## config.mk

```make
export PLATFORM = sky130hd
export DESIGN_NAME = serial_address_recognition
export DESIGN_NICKNAME = d
export VERILOG_FILES = /design/src/common/addr_filter_pkg.sv /design/src/hw/accept_gate.sv /design/src/hw/addr_match.sv /design/src/hw/serial_address_recognition.sv
export VERILOG_INCLUDE_DIRS = /design/src /design/src/common
export SDC_FILE = /design/constraint.sdc
export NUM_CORES = 1
export LEC_CHECK = 0
export ABC_AREA = 1
export BUFFER_PORTS_ARGS = -buffer_cell sky130_fd_sc_hd__buf_2
export CAP_MARGIN = 10
export CORE_MARGIN = 5
export CORE_UTILIZATION = 49
export CTS_BUF_LIST = sky130_fd_sc_hd__clkbuf_16
export CTS_CLUSTER_SIZE = 25
export DETAILED_ROUTE_END_ITERATION = 10
export PLACE_DENSITY = 0.87
export SYNTH_ARGS = -nofsm -noshare
export SYNTH_HDL_FRONTEND = slang
export SYNTH_HIERARCHICAL = 1
export SYNTH_SLANG_ARGS = --single-unit
```

## constraint.sdc

```tcl
create_clock -name sys_clk_i -period 1.7 [get_ports sys_clk_i]
set_clock_uncertainty 0.1 [all_clocks]
set_input_delay 0.17 -clock sys_clk_i [delete_from_list [all_inputs] [get_ports sys_clk_i]]
set_output_delay 0.17 -clock sys_clk_i [all_outputs]
set_load 0.005 [all_outputs]
```

## src/common/addr_filter_map.svh

```systemverilog
`ifndef ADDR_FILTER_MAP_SVH
`define ADDR_FILTER_MAP_SVH

// ----------------------------------------------------------------------
// Register map
// ----------------------------------------------------------------------
`define SLAVE_ADDRESS_OFS      8'ha9
`define SLAVE_ADDRESS_MASK_OFS 8'hb9
`define CONTROL_OFS            8'h98
`define RX_DATA_OFS            8'h99
`define SLAVE_ADDRESS_RST      8'h00
`define SLAVE_ADDRESS_MASK_RST 8'h00

// ----------------------------------------------------------------------
// Control register fields
// ----------------------------------------------------------------------
`define CTL_DONE_BIT     0
`define CTL_NINTH_BIT    2
`define CTL_MPE_BIT      5
`define CTL_MODE_LSB     6

`endif

```

## src/common/addr_filter_pkg.sv

```systemverilog
package addr_filter_pkg;

  // Frame format selected by software
  typedef enum logic [1:0]
  {
    MODE_SYNC,
    MODE_TEN_BIT,
    MODE_NINE_FIXED,
    MODE_NINE_VAR
  } frame_mode_t;

  // Outcome of one completed frame
  typedef enum logic [1:0]
  {
    FR_IDLE,
    FR_ACCEPT,
    FR_DROP
  } frame_result_t;

endpackage : addr_filter_pkg

```

## src/hw/accept_gate.sv

```systemverilog
`timescale 1ns/10ps
`default_nettype none
module accept_gate
  import addr_filter_pkg::*;
(
  // Frame context
  input  wire logic        frame_done_i,
  input  wire frame_mode_t mode_i,
  input  wire logic        multiproc_enable_i,
  input  wire logic        ninth_bit_i,
  input  wire logic        done_flag_i,
  input  wire logic        match_i,
  // Decision
  output frame_result_t    result_o
);

  wire logic nine_bit;   // Modes with a ninth data bit
  wire logic ten_bit;    // Mode where ninth bit is the stop bit
  wire logic mp_ok;      // Multiproc qualification
  wire logic accept;     // Frame is loaded

  assign nine_bit = (mode_i == MODE_NINE_FIXED) ||
                    (mode_i == MODE_NINE_VAR);
  assign ten_bit  = (mode_i == MODE_TEN_BIT);
  // Off: every frame passes; on: nine- or ten-bit mode, stop or ninth bit one, plus match
  assign mp_ok = !multiproc_enable_i ||
                 ((nine_bit || ten_bit) && ninth_bit_i
                  && match_i);
  assign accept = frame_done_i && !done_flag_i && mp_ok;
  assign result_o = !frame_done_i ? FR_IDLE :
                    (accept ? FR_ACCEPT : FR_DROP);

endmodule : accept_gate
`default_nettype wire

```

## src/hw/addr_match.sv

```systemverilog
`timescale 1ns/10ps
`default_nettype none
module addr_match
  import addr_filter_pkg::*;
(
  // Programmed address and mask
  input  wire logic [7:0] slave_address_i,
  input  wire logic [7:0] slave_address_mask_i,
  // Received byte
  input  wire logic [7:0] rx_byte_i,
  // Result
  output logic            match_o
);

  // ----------------------------------------------------------------------
  // Masked compare
  // ----------------------------------------------------------------------
  // Compare only positions where care bits are one
  function automatic logic masked_eq(input logic [7:0] a,
                                     input logic [7:0] b,
                                     input logic [7:0] care);
    masked_eq = (((a ^ b) & care) == 8'h00);
  endfunction : masked_eq

  wire logic [7:0] bcast_addr;  // Address ORed with mask
  wire logic       given_hit;   // Given address hit
  wire logic       bcast_hit;   // Broadcast hit

  assign given_hit  = masked_eq(rx_byte_i, slave_address_i,
                                slave_address_mask_i);
  assign bcast_addr = slave_address_i | slave_address_mask_i;
  // Zeros of the OR are ignored, so the care mask is the OR itself
  assign bcast_hit  = masked_eq(rx_byte_i, bcast_addr, bcast_addr);
  assign match_o    = given_hit | bcast_hit;

endmodule : addr_match
`default_nettype wire

```

## src/hw/serial_address_recognition.sv

```systemverilog
// Strobed register access was chosen for this implementation.
`timescale 1ns/10ps
`default_nettype none
`include "addr_filter_map.svh"
module serial_address_recognition
  import addr_filter_pkg::*;
(
  // Clock and reset
  input  wire logic       sys_clk_i,
  input  wire logic       reset_n_i,
  // Register port
  input  wire logic [7:0] reg_addr_i,
  input  wire logic [7:0] reg_wdata_i,
  input  wire logic       reg_wr_i,
  input  wire logic       reg_rd_i,
  output logic      [7:0] reg_rdata_o,
  // Receiver shifter side
  input  wire logic       frame_done_i,
  input  wire logic [7:0] frame_byte_i,
  input  wire logic       frame_ninth_i,
  // Status to the core
  output logic            receive_done_flag_o,
  output logic      [7:0] rx_data_o,
  output logic            rx_ninth_o,
  output logic            frame_drop_o
);

  // ----------------------------------------------------------------------
  // Registers
  // ----------------------------------------------------------------------
  logic [7:0]  slave_address_ff;       // Programmed address
  logic [7:0]  slave_address_mask_ff;  // Address care mask
  logic        multiproc_enable_ff;    // Address filtering on
  frame_mode_t mode_ff;                // Frame format
  logic        done_flag_ff;           // Receive done, sticky
  logic [7:0]  rx_data_ff;             // Last accepted byte
  logic        rx_ninth_ff;            // Its ninth or stop bit
  logic        drop_ff;                // One-cycle drop pulse
  logic [7:0]  rdata_ff;               // Read data, one cycle late

  // ----------------------------------------------------------------------
  // Decode
  // ----------------------------------------------------------------------
  wire logic sel_addr;   // Address register hit
  wire logic sel_mask;   // Mask register hit
  wire logic sel_ctl;    // Control register hit
  wire logic sel_data;   // Data register hit
  wire logic [7:0] ctl_view;   // Control readback
  wire logic [7:0] rd_mux;     // Selected read value
  wire logic match;            // Address hit
  frame_result_t result;       // Frame decision
  wire logic nxt_done_flag;    // Next flag value

  assign sel_addr = (reg_addr_i == `SLAVE_ADDRESS_OFS);
  assign sel_mask = (reg_addr_i == `SLAVE_ADDRESS_MASK_OFS);
  assign sel_ctl  = (reg_addr_i == `CONTROL_OFS);
  assign sel_data = (reg_addr_i == `RX_DATA_OFS);

  assign ctl_view = {mode_ff, multiproc_enable_ff, 2'h0,
                     rx_ninth_ff, 1'b0, done_flag_ff};

  // Unmapped addresses read as zero
  assign rd_mux = sel_addr ? slave_address_ff :
                  sel_mask ? slave_address_mask_ff :
                  sel_ctl  ? ctl_view :
                  sel_data ? rx_data_ff : 8'h00;

  // ----------------------------------------------------------------------
  // Frame filter
  // ----------------------------------------------------------------------
  addr_match u_match
  (
    .slave_address_i      (slave_address_ff),
    .slave_address_mask_i (slave_address_mask_ff),
    .rx_byte_i            (frame_byte_i),
    .match_o              (match)
  );

  accept_gate u_gate
  (
    .frame_done_i       (frame_done_i),
    .mode_i             (mode_ff),
    .multiproc_enable_i (multiproc_enable_ff),
    .ninth_bit_i        (frame_ninth_i),
    .done_flag_i        (done_flag_ff),
    .match_i            (match),
    .result_o           (result)
  );

  // Hardware set wins over a software clear in the same cycle
  assign nxt_done_flag = (result == FR_ACCEPT) ? 1'b1 :
                         (reg_wr_i && sel_ctl) ?
                           reg_wdata_i[`CTL_DONE_BIT] : done_flag_ff;

  // ----------------------------------------------------------------------
  // Software registers
  // ----------------------------------------------------------------------
  // Address and mask clear to don't-care everywhere on reset
  always_ff @(posedge sys_clk_i or negedge reset_n_i)
  begin
    if (!reset_n_i)
    begin
      slave_address_ff      <= `SLAVE_ADDRESS_RST;
      slave_address_mask_ff <= `SLAVE_ADDRESS_MASK_RST;
    end
    else if (reg_wr_i && sel_addr)
    begin
      slave_address_ff <= reg_wdata_i;
    end
    else if (reg_wr_i && sel_mask)
    begin
      slave_address_mask_ff <= reg_wdata_i;
    end
  end

  // Control register: mode and filter enable
  always_ff @(posedge sys_clk_i or negedge reset_n_i)
  begin
    if (!reset_n_i)
    begin
      multiproc_enable_ff <= 1'b0;
      mode_ff             <= MODE_SYNC;
    end
    else if (reg_wr_i && sel_ctl)
    begin
      multiproc_enable_ff <= reg_wdata_i[`CTL_MPE_BIT];
      mode_ff <= frame_mode_t'(reg_wdata_i[`CTL_MODE_LSB +: 2]);
    end
  end

  // ----------------------------------------------------------------------
  // Receive side state
  // ----------------------------------------------------------------------
  // Data only updates on an accepted frame; a dropped one is lost
  always_ff @(posedge sys_clk_i or negedge reset_n_i)
  begin
    if (!reset_n_i)
    begin
      done_flag_ff <= 1'b0;
      rx_data_ff   <= 8'h00;
      rx_ninth_ff  <= 1'b0;
      drop_ff      <= 1'b0;
    end
    else
    begin
      done_flag_ff <= nxt_done_flag;
      drop_ff      <= (result == FR_DROP);
      if (result == FR_ACCEPT)
      begin
        rx_data_ff  <= frame_byte_i;
        rx_ninth_ff <= frame_ninth_i;
      end
    end
  end

  // Read data valid the cycle after the strobe only
  always_ff @(posedge sys_clk_i or negedge reset_n_i)
  begin
    if (!reset_n_i)
    begin
      rdata_ff <= 8'h00;
    end
    else
    begin
      rdata_ff <= reg_rd_i ? rd_mux : 8'h00;
    end
  end

  assign reg_rdata_o         = rdata_ff;
  assign receive_done_flag_o = done_flag_ff;
  assign rx_data_o           = rx_data_ff;
  assign rx_ninth_o          = rx_ninth_ff;
  assign frame_drop_o        = drop_ff;

  // ----------------------------------------------------------------------
  // Checks
  // ----------------------------------------------------------------------
  property p_mp_no_match_no_flag;
    @(posedge sys_clk_i) disable iff (!reset_n_i)
    (frame_done_i && multiproc_enable_ff && !match && !done_flag_ff
     && !(reg_wr_i && sel_ctl)) |=> !receive_done_flag_o;
  endproperty
  a_mp_no_match_no_flag: assert property (p_mp_no_match_no_flag)
    else $error("flag raised for unmatched address frame");

  property p_plain_sets_flag;
    @(posedge sys_clk_i) disable iff (!reset_n_i)
    (frame_done_i && !multiproc_enable_ff && !done_flag_ff)
      |=> (receive_done_flag_o && rx_data_o == $past(frame_byte_i));
  endproperty
  a_plain_sets_flag: assert property (p_plain_sets_flag)
    else $error("plain frame not accepted");

  property p_stop_zero_dropped;
    @(posedge sys_clk_i) disable iff (!reset_n_i)
    (frame_done_i && multiproc_enable_ff && !frame_ninth_i)
      |=> frame_drop_o;
  endproperty
  a_stop_zero_dropped: assert property (p_stop_zero_dropped)
    else $error("frame with ninth bit zero accepted");

  property p_given_hit;
    @(posedge sys_clk_i) disable iff (!reset_n_i)
    (((frame_byte_i ^ slave_address_ff) & slave_address_mask_ff)
      == 8'h00) |-> match;
  endproperty
  a_given_hit: assert property (p_given_hit)
    else $error("given address not recognised");

  property p_bcast_hit;
    @(posedge sys_clk_i) disable iff (!reset_n_i)
    ((frame_byte_i & (slave_address_ff | slave_address_mask_ff))
      == (slave_address_ff | slave_address_mask_ff)) |-> match;
  endproperty
  a_bcast_hit: assert property (p_bcast_hit)
    else $error("broadcast address not recognised");

  property p_addr_write;
    @(posedge sys_clk_i) disable iff (!reset_n_i)
    (reg_wr_i && reg_addr_i == 8'ha9) |=>
      (slave_address_ff == $past(reg_wdata_i));
  endproperty
  a_addr_write: assert property (p_addr_write)
    else $error("address register write lost");

  property p_readback;
    @(posedge sys_clk_i) disable iff (!reset_n_i)
    (reg_rd_i && reg_addr_i == 8'hb9) |=>
      (reg_rdata_o == slave_address_mask_ff);
  endproperty
  a_readback: assert property (p_readback)
    else $error("mask readback wrong");

  property p_flag_blocks_load;
    @(posedge sys_clk_i) disable iff (!reset_n_i)
    (frame_done_i && done_flag_ff) |=>
      (frame_drop_o && $stable(rx_data_o));
  endproperty
  a_flag_blocks_load: assert property (p_flag_blocks_load)
    else $error("frame loaded while flag set");

  property p_reset_match_all;
    @(posedge sys_clk_i) disable iff (!reset_n_i)
    (slave_address_mask_ff == 8'h00 && slave_address_ff == 8'h00)
      |-> match;
  endproperty
  a_reset_match_all: assert property (p_reset_match_all)
    else $error("cleared registers do not match all");

  // Independent of the gate: a qualified address frame must load
  property p_accept_loads;
    @(posedge sys_clk_i) disable iff (!reset_n_i)
    (frame_done_i && multiproc_enable_ff && mode_ff != MODE_SYNC
     && frame_ninth_i && match && !done_flag_ff)
      |=> (receive_done_flag_o && rx_data_o == $past(frame_byte_i));
  endproperty
  a_accept_loads: assert property (p_accept_loads)
    else $error("matched address frame not accepted");

  // Sync frames carry no ninth bit, so filtering drops them all
  property p_sync_mp_drops;
    @(posedge sys_clk_i) disable iff (!reset_n_i)
    (frame_done_i && multiproc_enable_ff && mode_ff == MODE_SYNC)
      |=> frame_drop_o;
  endproperty
  a_sync_mp_drops: assert property (p_sync_mp_drops)
    else $error("sync frame accepted under filtering");

  // A software clear must never cancel a same-cycle hardware set
  property p_set_wins;
    @(posedge sys_clk_i) disable iff (!reset_n_i)
    (result == FR_ACCEPT) |=> receive_done_flag_o;
  endproperty
  a_set_wins: assert property (p_set_wins)
    else $error("accepted frame did not raise the flag");

  property p_drop_keeps_data;
    @(posedge sys_clk_i) disable iff (!reset_n_i)
    (result == FR_DROP) |=> ($stable(rx_data_o) && $stable(rx_ninth_o));
  endproperty
  a_drop_keeps_data: assert property (p_drop_keeps_data)
    else $error("dropped frame changed the received data");

  property p_no_frame_no_drop;
    @(posedge sys_clk_i) disable iff (!reset_n_i)
    !frame_done_i |=> !frame_drop_o;
  endproperty
  a_no_frame_no_drop: assert property (p_no_frame_no_drop)
    else $error("drop pulse without a frame");

  // Register side: idle read data and the mask write
  property p_rdata_zero_idle;
    @(posedge sys_clk_i) disable iff (!reset_n_i)
    !reg_rd_i |=> (reg_rdata_o == 8'h00);
  endproperty
  a_rdata_zero_idle: assert property (p_rdata_zero_idle)
    else $error("read data not zero outside a read");

  property p_mask_write;
    @(posedge sys_clk_i) disable iff (!reset_n_i)
    (reg_wr_i && reg_addr_i == 8'hb9) |=>
      (slave_address_mask_ff == $past(reg_wdata_i));
  endproperty
  a_mask_write: assert property (p_mask_write)
    else $error("mask register write lost");

endmodule : serial_address_recognition
`default_nettype wire

```

Word level (Yosys, flattened, before mapping):

Cells that the tools add are included.

* bits in registers: 38
* logic and storage cells: 50
* output and inout bits: 19
* bits of input ports: 30

* reductions and logical operators: 16
* muxes and demuxes: 9
* equal/unequal tests: 9
* bitwise operators: 7

Operators by type and width (number)
* 2-to-1 mux 8 bit: 5
* == test 8 bit, second input constant: 4
* bitwise AND 8 bit: 2
* logical NOT 8 bit: 2
* XOR 8 bit: 2
* OR 8 bit: 1
* logical AND 1 bit: 7
* == test 2 bit, second input constant: 3
* == test 2 x 1 -> 1 bit, second input constant: 2
* 2-to-1 mux 2 bit: 2
* logical OR 1 bit: 3
* logical NOT 1 bit: 2
* 2-to-1 mux 1 bit: 2
* AND reduction 2 bit: 1
* nonzero test 2 bit: 1
* NOT 1 bit: 1
* OR 1 bit: 1

Logic depth before layout (Yosys ltp):

* depth after elaboration: 12
* depth in mapped cells: 15
* depth with buffers taken out: 15

By module:

The synthesis kept the hierarchy.

Modules (own cells, without submodules)
* serial_address_recognition: seq. area each 950.9 sq um, cells each 184, area an instance 1910.6 sq um, instances 1
* addr_match: seq. area each 0.0 sq um, cells each 63, area an instance 261.5 sq um, instances 1
* accept_gate: seq. area each 0.0 sq um, cells each 12, area an instance 56.3 sq um, instances 1

Worst setup path after synthesis:

OpenSTA, ideal clock, no wires.

* path kind: flip-flop to flip-flop
* start: register slave_address_ff[0]
* end: register rx_data_ff[0] (netlist: rx_data_o[0])
* library setup time: 0.125 ns
* stages on the path, launching flop included: 15
* required time: 1.475 ns
* data arrival time: 1.648 ns
* slack: -0.173 ns
* clock period less this slack: 1.873 ns
* path buffers: 0
* cells stage by stage: dfrtp_1 > nand2_1 > nand3_2 > nand2_1 > nor2_1 > nand2_1 > nand2_1 > nand2_1 > inv_1 > nand2_2 > nand2_2 > a21oi_2 > inv_1 > nand2_1 > mux2_2

* word-level cells in the longest chain between the ends: 11
* elaborated cells on any way between the ends: 14
* those cells by class: 1 x eq/ne; 2 x mux; 6 x bitwise; 5 x reduce/logical

RTL lines
* start: declaration: RTL line serial_address_recognition.sv:31 `logic [7:0] slave_address_ff;`
* start signal: assignment: RTL line serial_address_recognition.sv:103 `` slave_address_ff <= `SLAVE_ADDRESS_RST; ``
* start signal: assignment: RTL line serial_address_recognition.sv:108 `slave_address_ff <= reg_wdata_i;`
* OR 8 bit: RTL line addr_match.sv:31 `assign bcast_addr = slave_address_i | slave_address_mask_i;`
* XOR 8 bit: RTL line addr_match.sv:22 `masked_eq = (((a ^ b) & care) == 8'h00);`
* bitwise AND 8 bit: RTL line addr_match.sv:22
* logical NOT 8 bit: RTL line addr_match.sv:22
* OR 1 bit *: RTL line addr_match.sv:34 `assign match_o = given_hit | bcast_hit;`
* net match: RTL line serial_address_recognition.sv:50 `wire logic match;`
* logical AND 1 bit *: RTL line accept_gate.sv:28 `&& match_i);`
* logical OR 1 bit *: RTL line accept_gate.sv:26 `assign mp_ok = !multiproc_enable_i ||`
* logical AND 1 bit *: RTL line accept_gate.sv:29 `assign accept = frame_done_i && !done_flag_i && mp_ok;`
* 2-to-1 mux 2 bit *: RTL line accept_gate.sv:31 `(accept ? FR_ACCEPT : FR_DROP);`
* 2-to-1 mux 2 bit *: RTL line accept_gate.sv:30 `assign result_o = !frame_done_i ? FR_IDLE :`
* net result[1]: RTL line serial_address_recognition.sv:51 `frame_result_t result;`
* == test 2 x 1 -> 1 bit *: RTL line serial_address_recognition.sv:148 `if (result == FR_ACCEPT)`
* end signal: assignment: RTL line serial_address_recognition.sv:150 `rx_data_ff <= frame_byte_i;`
* end: declaration: RTL line serial_address_recognition.sv:36 `logic [7:0] rx_data_ff;`

Mark *: on every way through the listed nets, which the timed path passes. The rest lies on a longest branch.
A chain may end at the register's enable or synchronous reset.

Worst setup path after layout:

* start: register slave_address_ff[6]
* end: register rx_data_ff[6] (netlist: rx_data_o[6])

Same word-level chain as after synthesis.

==> key figures <==
Placed design
  – HPWL after DPL: between 3 and 4 mm
  – GP Congestion: between 0.8 and 0.9
  – Placed Cells: between 300 and 400
  – PortBufs: 48

Cells and area
  – Filler cells: around 320
  – Area occupied by multi-input gates: around 0.0011 mm²
  – # diodes: 0
  – Register area: ~950 µm²
  – Share of cells above drive strength 1: 0.424
  – Layout area overhead: 29.8%
  – # nets final: 371
  – Post-Layout Cell Count: a little under 400

Worst setup path
  – Crit-path most repeated cell: nand2_1
  – R2R depth: 15
  – Crit end category: register
  – Slowest CP cell: dfrtp_1
  – Crit-path cells: inv_1 -> nand2_1 -> nand3_1 -> nand2_1 -> nor2_1 -> nand2_1 -> nand2_1 -> nand2_1 -> inv_1 -> nand2_2 -> nand2_2 -> a21oi_2 -> inv_2 -> nand2_8 -> mux2_2
  – Slowest cell delay on critical path: 420 ps
  – Crit path max fanout: 10
  – WS Path Type: register to register
  – Crit path depth: 15
  – Worst EP required: between 1500 and 2000 ps
  – CP bufs+invs: 3
  – Worst Path Arrival: about 2100 ps
  – Crit start category: register
  – Critical path's top delay family: simple AND/OR/NAND/NOR gates

Floorplan
  – Die area: around 0.0060 mm²
  – Starting density of the core: 0.508
  – Die Y: between 70 and 80 µm
  – Chip Width: about 77 µm
  – # IOs: 49
  – Site Rows: 24
  – Core area: around 0.0044 mm²

Logic synthesis
  – Syn_area_per_cell: ~8.6 µm²
  – Synth async-reset ratio: 1.00
  – Post-synth EDFFs: 0
  – Cell taking the most area after synthesis: dfrtp_1
  – Netlist cell types: 20
  – Synth top cells by count: nand2_1 (68), dfrtp_1 (38), inv_1 (37), nand3_1 (26)
  – Most frequent cell after synthesis: nand2_1
  – Ys flop type: dfrtp_1
  – Syn_nets: roughly 290
  – Yosys top cell area share: 0.427
  – Sequential-to-total area share from yosys stat: 0.427
  – Post-Syn Area: 0.00223 mm²
  – Synth Register Bits: 38
  – Yosys warnings: 6
  – Mapped Cells: ~260
  – Top post-synthesis cells by area: dfrtp_1 (43%), nand2_1 (11%), o21ai_2 (6.3%)

Detailed routing
  – First-pass DRT Iterations: 5
  – Post-route ant nets: 0
  – First DRT Iteration DRCs: between 150 and 200
  – Vias per inst: 5.35
  – DR WL met2: approximately 2.8 mm
  – DRC: 0
  – DRT met1 WL: ~2.3 mm
  – Vias: around 2,100
  – Met3 Wirelength: 394 µm
  – Top Layer Used: met4
  – WL final: 5.61 mm
  – DR WL/cell: between 10 and 15 µm

Power and ir drop
  – Pleak: ~1.6 nW
  – Power density over the cells: a little under 900 mW/mm²
  – Peak VDD IR: 0.407 mV

Clock network
  – Clk pin slew, worst setup/hold paths: about 50 ps
  – CTS tree: yes
  – Clk root buf: clkbuf_16
  – Sink Count: 38
  – Clock Latency Late Sink: 280 ps
  – CTS HTree Levels: 2
  – Clk buf depth: 2
  – Num CTS Buffers: 5

Hold path
  – HP Class: input port to register
  – Hold Path Stages: 2

STA
  – Crit share post-route: 1.18
  – Post-layout min period: around 2000 ps
  – RSZ-0062 raised after global routing: yes
  – Final setup viols: 11
  – Slew HR: 0.549
  – Final slew viol count: 0
  – Highest clock rate: about 0.50 GHz
  – Post-route setup slack: -298 ps
  – Final Hold Viols: 0
  – Slew @ Worst Pin: just under 700 ps
  – Worst hold slack: around 46 ps
  – Final TNS setup: -2980 ps

Global routing
  – GRT Util Overall: 0.188
  – Global route total overflow: 0
  – Initial antenna violation count: 0
  – Global-route wire length before repair: just over 9 mm
  – Largest net degree at the start of global routing: 32
  – Number of global-route vias before repair: 2,053

Status
  – Violated checks: setup timing
  – Status: finished with violations

Run
  – Max cap viols: 0
-- layout make-up --
type,count,share of cell area
multi-input combinational,177,0.383
inverter,39,0.0506
clock buffer,5,0.0433
timing repair buffer,80,0.167
sequential,38,0.330
clock inverter,3,0.00433
tap,52,0.0225
-- cells by family (layout without fill, tap and decap cells) --
group           Yosys count  in the layout  synth area share
compound gates           34             34             0.105
buf+inv                  44            127            0.0943
simple gates            134            134             0.328
mux                       9              9            0.0455
flops                    38             38             0.427
-- cells in the final DEF (no fill, tap or decap), drive strengths merged --
cell / n
a21oi: 2
buf: 79
clkbuf: 5
clkinv: 2
dfrtp: 38
dlygate4sd3: 1
inv: 40
mux2: 9
nand2: 74
nand3: 39
nand4: 1
nor2: 20
o21ai: 32
-- worst register-to-register path: stages, from the launching register on --
cell and delay, ps:
dfrtp_1 420, inv_1 60, nand2_1 60, nand3_1 70, nand2_1 90, nor2_1 50, nand2_1 50, nand2_1 50
nand2_1 70, inv_1 50, nand2_2 90, nand2_2 50, a21oi_2 130, inv_2 80, nand2_8 110, mux2_2 350
-- report_power, final --
group / internal (mW) / switching, mW
Clock: 0.529 / 0.343
Combinational: 0.258 / 0.252
Sequential: 1.03 / 0.114
-- through the flow --
step | setup WS [ps] | total power [mW] | area [µm²] | utilization
finish | -298 | 2.52 | 2890 | 0.660
global route | -412 | 2.65 | 2890 | 0.660
CTS | -233 | 2.51 | 2840 | 0.647
detailed placement | -250 | 1.63 | 2620 | 0.598
global placement | -181 | 1.60 | 2620 | 0.598
floorplan | -45.5 | 1.38 | 2240 | -
-- state kept, by name (all words and copies together) (netlist names) --
signal,cells
reg_rdata_o,8
multiproc_enable_ff,1
slave_address_mask_ff,8
rx_data_o,8
receive_done_flag_o,1
slave_address_ff,8
frame_drop_o,1
mode_ff,2
rx_ninth_o,1
-- worst paths after layout --
path,to,slack [ps],from
setup / recovery,rx_data_o[6]$_DFFE_PN0P_,-300,slave_address_ff[6]$_DFFE_PN0P_
hold / removal,rx_ninth_o$_DFFE_PN0P_,50,frame_ninth_i
setup reg to reg,rx_data_o[6]$_DFFE_PN0P_,-300,slave_address_ff[6]$_DFFE_PN0P_
hold reg to reg,rx_data_o[7]$_DFFE_PN0P_,440,rx_data_o[7]$_DFFE_PN0P_
max in group asynchronous,reg_rdata_o[2]$_DFF_PN0_,560,reset_n_i
min in group asynchronous,slave_address_ff[3]$_DFFE_PN0P_,360,reset_n_i
-- per-layer routing --
layer	GRT usage	vias up
li1	-	996
met5	0	-
met2	0.311	100
met4	0.0808	0
met1	0.228	993
met3	0.0556	18
-- timing repair --
| item | in CTS | in global routing |
|---|---|---|
| hold endpoints to repair | 30 | 0 |
| setup endpoints to repair | 10 | 11 |
| hold buffers | 1 | 0 |
| resized for setup | 3 | 4 |
| setup buffers | 6 | 6 |
No activity file was read; power rests on OpenSTA's default activity.
